### src/ccr_pkg.sv
package ccr_pkg;

   // Control port word layout.
   localparam int unsigned ADDR_W = 7;
   localparam int unsigned DATA_W = 9;
   localparam logic [3:0]  BYTE_BITS = 4'h8;

   // Register offsets.
   localparam logic [6:0] REG_SAMPLING_CONTROL = 7'h08;
   localparam logic [6:0] REG_SOFTWARE_RESET   = 7'h0F;

   // Sampling control field positions.
   localparam int unsigned CORE_HALVE_POS      = 6;
   localparam int unsigned CLOCK_OUT_HALVE_POS = 7;

   // Reset values and the reset trigger word.
   localparam logic [8:0] SAMPLING_CONTROL_RST = 9'h000;
   localparam logic [8:0] SOFTWARE_RESET_WORD  = 9'h000;
   localparam logic       POR_RST              = 1'h1;
   localparam logic       DEV_RST_RST          = 1'h1;
   localparam logic [2:0] SELECT_IDLE_RST      = 3'h7;

   // The value is arbitrary.
   localparam logic [6:0] DEVICE_ADDR_DFLT = 7'h2C;

   typedef struct packed {
      logic [ADDR_W-1:0] addr;
      logic [DATA_W-1:0] data;
   } ccr_word_s;

   typedef enum logic [2:0] {
      TW_IDLE,
      TW_DEVADR,
      TW_ACK_DEV,
      TW_BYTE_HI,
      TW_ACK_HI,
      TW_BYTE_LO,
      TW_ACK_LO
   } ccr_twowire_e;

   typedef struct packed {
      logic [1:0]   mode_sync;
      logic [2:0]   sclk_sync;
      logic [2:0]   sdin_sync;
      logic [2:0]   csb_sync;
      logic [15:0]  shift;
      logic [3:0]   bit_cnt;
      ccr_twowire_e tw;
      logic         wr_valid;
      ccr_word_s    wr_word;
      logic         sw_rst;
      logic         sda_oe;
   } ccr_port_state_s;

   typedef struct packed {
      logic [2:0] ref_sync;
      logic [1:0] ok_sync;
      logic [1:0] low_sync;
      logic       por;
      logic       dev_rst;
      logic [8:0] samp;
      logic       core_clk;
      logic       clk_out;
   } ccr_core_state_s;

   function automatic logic ccr_is_reset_write(input ccr_word_s w);
      return (w.addr == REG_SOFTWARE_RESET) && (w.data == SOFTWARE_RESET_WORD);
   endfunction

endpackage

### src/ccr_ctrl_port.sv
module ccr_ctrl_port import ccr_pkg::*; #(
   parameter logic [6:0] DEVICE_ADDR = DEVICE_ADDR_DFLT
) (
   // Clock and reset
   input  wire logic      clk_i,
   input  wire logic      rst_i,
   // Control port pins
   input  wire logic      two_wire_i,
   input  wire logic      sclk_i,
   input  wire logic      sdin_i,
   input  wire logic      select_i,
   output logic           sda_o,
   output logic           sda_oe_o,
   // Decoded writes
   output logic           wr_valid_o,
   output ccr_word_s      wr_word_o,
   output logic           sw_rst_o
);

   ccr_port_state_s q;
   ccr_port_state_s d;

   logic two_wire;
   logic sclk_rise;
   logic sclk_fall;
   logic sel_rise;
   logic sda_rise;
   logic sda_fall;

   assign two_wire  = q.mode_sync[1];
   assign sclk_rise = q.sclk_sync[1] & ~q.sclk_sync[2];
   assign sclk_fall = ~q.sclk_sync[1] & q.sclk_sync[2];
   assign sel_rise  = q.csb_sync[1] & ~q.csb_sync[2];
   assign sda_rise  = q.sdin_sync[1] & ~q.sdin_sync[2];
   assign sda_fall  = ~q.sdin_sync[1] & q.sdin_sync[2];

   always_comb begin
      d = q;
      d.wr_valid  = 1'b0;
      d.mode_sync = {q.mode_sync[0], two_wire_i};
      d.sclk_sync = {q.sclk_sync[1:0], sclk_i};
      d.sdin_sync = {q.sdin_sync[1:0], sdin_i};
      d.csb_sync  = {q.csb_sync[1:0], select_i};
      if (!two_wire) begin
         d.tw     = TW_IDLE;
         d.sda_oe = 1'b0;
         // (RL7) Release on serial clock.
         if (q.sw_rst && sclk_rise) begin
            d.sw_rst = 1'b0;
         end
         if (!q.csb_sync[1] && sclk_rise) begin
            d.shift = {q.shift[14:0], q.sdin_sync[1]};
         end
         // (RL7) Assert on select rise; this set wins over the release above.
         if (sel_rise) begin
            d.wr_valid = 1'b1;
            d.wr_word  = ccr_word_s'(q.shift);
            if (ccr_is_reset_write(ccr_word_s'(q.shift))) begin
               d.sw_rst = 1'b1;
            end
         end
      end else begin
         case (q.tw)
            TW_DEVADR, TW_BYTE_HI, TW_BYTE_LO: begin
               if (sclk_rise) begin
                  d.shift   = {q.shift[14:0], q.sdin_sync[1]};
                  d.bit_cnt = 4'(q.bit_cnt + 4'h1);
               end
               if (sclk_fall && q.bit_cnt == BYTE_BITS) begin
                  d.bit_cnt = 4'h0;
                  d.sda_oe  = 1'b1;
                  if (q.tw == TW_DEVADR) begin
                     if (q.shift[7:0] == {DEVICE_ADDR, 1'b0}) begin
                        d.tw = TW_ACK_DEV;
                     end else begin
                        d.tw     = TW_IDLE;
                        d.sda_oe = 1'b0;
                     end
                  end else if (q.tw == TW_BYTE_HI) begin
                     d.tw = TW_ACK_HI;
                  end else begin
                     d.tw       = TW_ACK_LO;
                     d.wr_valid = 1'b1;
                     d.wr_word  = ccr_word_s'(q.shift);
                     // (RL8) Hold reset through acknowledge.
                     d.sw_rst   = ccr_is_reset_write(ccr_word_s'(q.shift));
                  end
               end
            end
            TW_ACK_DEV, TW_ACK_HI, TW_ACK_LO: begin
               if (sclk_fall) begin
                  d.sda_oe = 1'b0;
                  d.sw_rst = 1'b0;
                  if (q.tw == TW_ACK_DEV) begin
                     d.tw = TW_BYTE_HI;
                  end else if (q.tw == TW_ACK_HI) begin
                     d.tw = TW_BYTE_LO;
                  end else begin
                     d.tw = TW_IDLE;
                  end
               end
            end
            TW_IDLE: begin
               d.bit_cnt = 4'h0;
            end
            default: begin
               d.tw = TW_IDLE;
            end
         endcase
         // Start and stop conditions override any byte in progress.
         if (q.sclk_sync[1] && (sda_fall || sda_rise)) begin
            d.tw      = sda_fall ? TW_DEVADR : TW_IDLE;
            d.bit_cnt = 4'h0;
            d.sda_oe  = 1'b0;
            d.sw_rst  = 1'b0;
         end
      end
   end

   always_ff @(posedge clk_i) begin
      if (rst_i) begin
         // The select line idles high; a zero here would fake a select rise.
         q          <= '0;
         q.csb_sync <= SELECT_IDLE_RST;
      end else begin
         q <= d;
      end
   end

   // The data line is only ever pulled low; the pad resolves the level.
   assign sda_o      = 1'b0;
   assign sda_oe_o   = q.sda_oe;
   assign wr_valid_o = q.wr_valid;
   assign wr_word_o  = q.wr_word;
   assign sw_rst_o   = q.sw_rst;
endmodule

### src/ccr_clock_reset.sv
// Summary of operation
// (RL1) Core clock equals reference clock, or reference halved when core halve bit set.
// (RL2) Buffered clock output copies core clock, or halves it when its bit set.
// (RL3) Halved buffered output changes only on reference clock rising edges.
// (RL4) Reference, core and output clocks keep one polarity, only delay between them.
// (RL5) Buffered clock output is held low while the device is in reset.
// (RL6) Writing zero to the software reset register restores all defaults.
// (RL7) Three-wire reset sets on select rise, clears on next serial clock rise.
// (RL8) Two-wire reset lasts through the acknowledge of the reset write.
// (RL9) Power-on reset holds state until core supply passes its release threshold.
// (RL10) Supply dropping below lower threshold reasserts power-on reset, with hysteresis.
// (RL11) Halving lets a 512fs reference drive a core timed at 256fs.
// (RL12) External reference clock works with no register setup at all.
// (RL13) Software should prefer the halved output rate to save power.
// (RL14) Both divider select bits clear on power-on and software reset.
module ccr_clock_reset import ccr_pkg::*; #(
   parameter logic [6:0] DEVICE_ADDR = DEVICE_ADDR_DFLT
) (
   // Clock and reset
   input  wire logic      clk_i,
   input  wire logic      rst_i,
   // Reference clock pin
   input  wire logic      reference_clock_input_i,
   // Core supply monitor comparators
   input  wire logic      core_supply_ok_i,
   input  wire logic      core_supply_low_i,
   // Control port pins
   input  wire logic      ctrl_two_wire_i,
   input  wire logic      ctrl_sclk_i,
   input  wire logic      ctrl_sdin_i,
   input  wire logic      control_select_line_i,
   output logic           ctrl_sda_o,
   output logic           ctrl_sda_oe_o,
   // Derived clocks
   output logic           core_clock_o,
   output logic           buffered_clock_output_o,
   // Status
   output logic           device_reset_o,
   output logic [8:0]     sampling_control_o
);

   ccr_core_state_s q;
   ccr_core_state_s d;

   logic      wr_valid;
   ccr_word_s wr_word;
   logic      sw_rst;
   logic      ref_rise;
   logic      core_halve;
   logic      clock_out_halve;
   logic      reset_now;
   logic      core_rise;

   ccr_ctrl_port #(
      .DEVICE_ADDR (DEVICE_ADDR)
   ) u_port (
      .clk_i       (clk_i),
      .rst_i       (rst_i),
      .two_wire_i  (ctrl_two_wire_i),
      .sclk_i      (ctrl_sclk_i),
      .sdin_i      (ctrl_sdin_i),
      .select_i    (control_select_line_i),
      .sda_o       (ctrl_sda_o),
      .sda_oe_o    (ctrl_sda_oe_o),
      .wr_valid_o  (wr_valid),
      .wr_word_o   (wr_word),
      .sw_rst_o    (sw_rst)
   );

   // The reference is sampled, so it must stay below half the system clock rate.
   assign ref_rise        = q.ref_sync[1] & ~q.ref_sync[2];
   assign core_halve      = q.samp[CORE_HALVE_POS];
   assign clock_out_halve = q.samp[CLOCK_OUT_HALVE_POS];
   assign reset_now       = q.por | sw_rst;

   always_comb begin
      d = q;
      d.ref_sync = {q.ref_sync[1:0], reference_clock_input_i};
      d.ok_sync  = {q.ok_sync[0], core_supply_ok_i};
      d.low_sync = {q.low_sync[0], core_supply_low_i};

      // (RL10) Low supply reasserts reset.
      if (q.low_sync[1]) begin
         d.por = 1'b1;
      // (RL9) Release past upper threshold.
      end else if (q.ok_sync[1]) begin
         d.por = 1'b0;
      end
      d.dev_rst = reset_now;

      if (wr_valid && wr_word.addr == REG_SAMPLING_CONTROL) begin
         d.samp = wr_word.data;
      end
      // (RL6) Reset restores defaults.
      // (RL14) Divider bits clear.
      if (reset_now) begin
         d.samp = SAMPLING_CONTROL_RST;
      end

      // (RL1) Core clock source select.
      // (RL12) Direct path by default.
      // (RL11) Halve on reference rises.
      if (!core_halve) begin
         d.core_clk = q.ref_sync[1];
      end else if (ref_rise) begin
         d.core_clk = ~q.core_clk;
      end
      core_rise = d.core_clk & ~q.core_clk;

      // (RL2) Output copy or halve.
      // (RL3) Toggle only on rising edges.
      // (RL4) No inversion in path.
      if (!clock_out_halve) begin
         d.clk_out = d.core_clk;
      // A core rise made by a divider switch is no reference rise, so it is skipped.
      end else if (core_rise && ref_rise) begin
         d.clk_out = ~q.clk_out;
      end
      // (RL5) Output low in reset.
      if (reset_now) begin
         d.clk_out = 1'b0;
      end
   end

   always_ff @(posedge clk_i) begin
      if (rst_i) begin
         q         <= '0;
         q.por     <= POR_RST;
         q.dev_rst <= DEV_RST_RST;
      end else begin
         q <= d;
      end
   end

   // Both clocks leave the same flip-flop stage, so they stay aligned to the cycle.
   assign core_clock_o            = q.core_clk;
   assign buffered_clock_output_o = q.clk_out;
   assign device_reset_o          = q.dev_rst;
   assign sampling_control_o      = q.samp;
endmodule

### config.mk
export PLATFORM = sky130hd
export DESIGN_NAME = ccr_clock_reset
export DESIGN_NICKNAME = d
export VERILOG_FILES = /design/src/ccr_pkg.sv /design/src/ccr_ctrl_port.sv /design/src/ccr_clock_reset.sv
export SDC_FILE = /design/constraint.sdc
export NUM_CORES = 1
export LEC_CHECK = 0
export CAP_MARGIN = 20
export CORE_ASPECT_RATIO = 2
export CORE_MARGIN = 2
export CORE_UTILIZATION = 38
export DETAILED_ROUTE_END_ITERATION = 10
export DONT_BUFFER_PORTS = 1
export SYNTH_ARGS = -nofsm -noshare
export SYNTH_HDL_FRONTEND = slang
export SYNTH_SLANG_ARGS = --single-unit
### constraint.sdc
create_clock -name clk_i -period 3.7 [get_ports clk_i]
set_input_delay 0.37 -clock clk_i [delete_from_list [all_inputs] [get_ports clk_i]]
set_output_delay 0.37 -clock clk_i [all_outputs]
set_load 0.02 [all_outputs]
==> summary.md <==
| Metric | Value |
|---|---|
| Post-synth top area cell | dfxtp_1 |
| Area delta synth->final | 8.47% |
| Synth Flop Type | dfxtp_1 |
| Dpl cells | ~400 |
| First-pass GRT wire length | roughly 11,000 microns |
| Met3 Use GR | between 4 and 5% |
| Pwr Density | between 500 and 600 nW/um^2 |
| CP required | 3920 ps |
| P_leak | between 1 and 1.5 nW |
| Initial Util | around two fifths |
| Max IR drop VDD | approximately 250 uV |
| YS warnings | 0 |
| Nets | ~330 |
| Maximum clock rate | about 440 MHz |
| Post-Route Skew | roughly 4.5 ps |
| Worst hold path type | primary input to flip-flop |
| Post-Layout Inst Area | approximately 3300 sq um |
| Post-synthesis compound-gate area fraction | about 15% |
| Status | finished clean |
| GRT Residual Overflow | 0 |
| Post-Synthesis Cell Area | 3090 sq um |
| Die height | 131 microns |
| Relative slew margins | around 30% |
| Fin. Hold Viols | 0 |
| Final core utilization | 42.5% |
| Arrival time of the worst setup path | about 2500 ps |
| Capture point of the worst path | u_port.wr_word_o[10]$_SDFFE_PP0P_ |
| CTS Buffer Depth | 2 |
| Synth Instances | roughly 330 |
| WP buf/inv | 0 |
| Clk slew on worst S/H paths | around 50 ps |
| Stages on worst setup path | 4 |
| Max_cap viols | 0 |
| GR Layer Usage met2 | 27.0% |
| XOR/XNOR Fraction of Synth Area | 0% |
| Core ar. | ~8000 sq um |
| CP Max Fanout | 17 |
| DR pass1 iterations | 4 |
| Final antenna-violating net count | 0 |
| DP Area | 3040 sq um |
| Total number of vias | 2,216 |
| Top post-synthesis cells by area | dfxtp_1, mux2i_1, a21oi_1 |
| Critical Path Slowest Stage Cell | nand4_1 |
| Async S/R FF share, synth | 0% |
| Gr usage total | roughly 16% |
| CTS tree | yes |
| Dpl ws | between 1000 and 1500 ps |
| Max-slew violations | 0 |
| Worst setup SP type | flip-flop |
| Clock Latency Late Sink | about 330 ps |
| Initial antenna violation count | 0 |
| Die Area | slightly below 9000 sq um |
| Placer Congestion | 0.775 |
| Post-CTS Setup Inserts | 0 |
| FF-to-FF path depth | 4 |
| # setup viols final | 0 |
| Routed wire length | a little over 6000 microns |
| DRT iter0 DRCs | 125 |
| R2r setup slk | 1440 ps |
| Pin count of the biggest net entering global routing | slightly below 60 |
| Hold_sp | rst_i |
| Detailed-route DRC error count | 0 |
| Adder-Cell Fraction of Synth Area | ~1.2% |
| Setup crit end kind | flip-flop |
| Worst r2r src | u_port.q[50]$_SDFF_PP0_ |
| Main combinational cell family by area after synthesis | simple AND/OR/NAND/NOR gates |
| Count leader, synth | dfxtp_1 |
| Most Crowded Layer GR | met2 |
| Register area share after synthesis | a little under half |
| Die X | 67.7 microns |
| Unique masters post-synth | between 50 and 60 |
| Number of synthesized flops with an enable pin | 0 |
| Hold buffers post-CTS | 0 |
| Synth top area share | a little under half |
| Met1 GRT Util | 15.7% |
| Site Rows | 46 |
| Tmin final | 2260 ps |
| R2r endpoint | u_port.wr_word_o[10]$_SDFFE_PP0P_ |
| Vias in the first global route | ~2.2k |
| Ports | 23 |
| H-tree depth | 3 |
| Clk root buf | clkbuf_16 |
| CP Cell Sequence | nor2b_1 -> nand4_1 -> nand3_1 -> a21oi_1 |
| RSZ-0062 raised after global routing | false |
| Critical path class | flip-flop to flip-flop |
| TritonCTS Sinks | 73 |
| Multiplexer share of the synthesized area | 8.10% |
| Hold Slack | 102 ps |
| Number of non-filler instances in the completed layout | ~420 |
| Synthesized flop and latch total | 73 |
| Layout cell share with drive strength beyond 1 | under 10% |
| Top cells by count, synth | dfxtp_1, nor2_1, a21oi_1, mux2i_1, o21ai_0 |
| Via-to-Cell Ratio | approximately 5.3 |
| Wirelength per Cell | ~15 microns |
| CTS buffer count | 9 |
| Post-cts gate resize count | 0 |
| Worst Slack Setup Final | approximately 1400 ps |
| Avg Cell Area, Syn | between 9 and 10 sq um |
| Setup TNS | 0 ps |
| Cell family with most CP delay | simple AND/OR/NAND/NOR gates |
| Least-Margin Pin Slew | 1050 ps |
| Number of buffers added on ports | 0 |
| Detailed Place HPWL | 4410 microns |
| Pwr Total | approximately 1.7 mW |
| ANT cells | 0 |
| Final Cycle Share | 61.1% |
| FILL cells | approximately 760 |
| Worst Setup SP | u_port.q[50]$_SDFF_PP0_ |
| Simple-gate portion of the synthesized area | between 20 and 25% |
| Syn_nets | 346 |
| Crit path largest cell delay | between 700 and 800 ps |
cells in the final DEF (no fill, tap or decap), types with 3 or more instances in the layout:
| cell | n |
|---|---|
| dfxtp_1 | 73 |
| nor2_1 | 32 |
| a21oi_1 | 27 |
| mux2i_1 | 25 |
| o21ai_0 | 24 |
| nand3_1 | 22 |
| nor2b_1 | 19 |
| nand2_1 | 11 |
| clkbuf_16 | 9 |
| inv_1 | 8 |
| nand2b_1 | 7 |
| or3_1 | 3 |
| or2_2 | 3 |
| o41ai_1 | 3 |
| ha_1 | 3 |
cells by family after synthesis:
group | count (synthesis)
AO/OA/AOI/OAI | 75
adder cells (fa/ha/maj) | 3
buffers and inverters | 37
flip-flops | 73
multiplexers | 25
other | 1
AND/OR/NAND/NOR | 120
power breakdown:
| group | switching, mW | total [mW] | internal, mW |
|---|---|---|---|
| combinational | 0.0154 | 0.0270 | 0.0116 |
| sequential | 0.00670 | 0.804 | 0.797 |
| clock | 0.303 | 0.906 | 0.603 |
flip-flops by register name (all words and copies together), names as in the netlist:
register                 count
u_port.d                     7
u_port.sw_rst_o              1
core_clock_o                 1
u_port.wr_word_o            16
u_port.sda_oe_o              1
buffered_clock_output_o      1
u_port.q                    27
q                            4
device_reset_o               1
d                            4
u_port.wr_valid_o            1
sampling_control_o           9
how the worst min path moves through the flow:
| stage | end | cells past startpoint |
|---|---|---|
| final | u_port.q[47]$_SDFF_PP0_ | 1 |
| after global routing | u_port.q[47]$_SDFF_PP0_ | 1 |
| after CTS | u_port.q[47]$_SDFF_PP0_ | 1 |
| after detailed placement | u_port.d[44]$_SDFF_PP1_ | 1 |
| after global placement | u_port.d[44]$_SDFF_PP1_ | 1 |
| after floorplan | q[12]$_SDFFE_PP1P_ | 1 |
per-layer routing:
metal  up-vias  part of all wire [%]
met5         -                     0
met4         0                   3.3
met3        13                   3.5
met2        35                    55
met1      1036                    39
li1       1132                     -
area by class of cell:
type / instances / area (sq um) / share of cell area (%)
clock buffers: 12 / 246 / 7.36
flip-flops and latches: 73 / 1460 / 43.6
inverters: 8 / 30.0 / 0.897
multi-input cells: 224 / 1430 / 42.6
well taps: 96 / 120 / 3.59
clock inverters: 3 / 65.1 / 1.94
(Power assumes the default switching activity.)
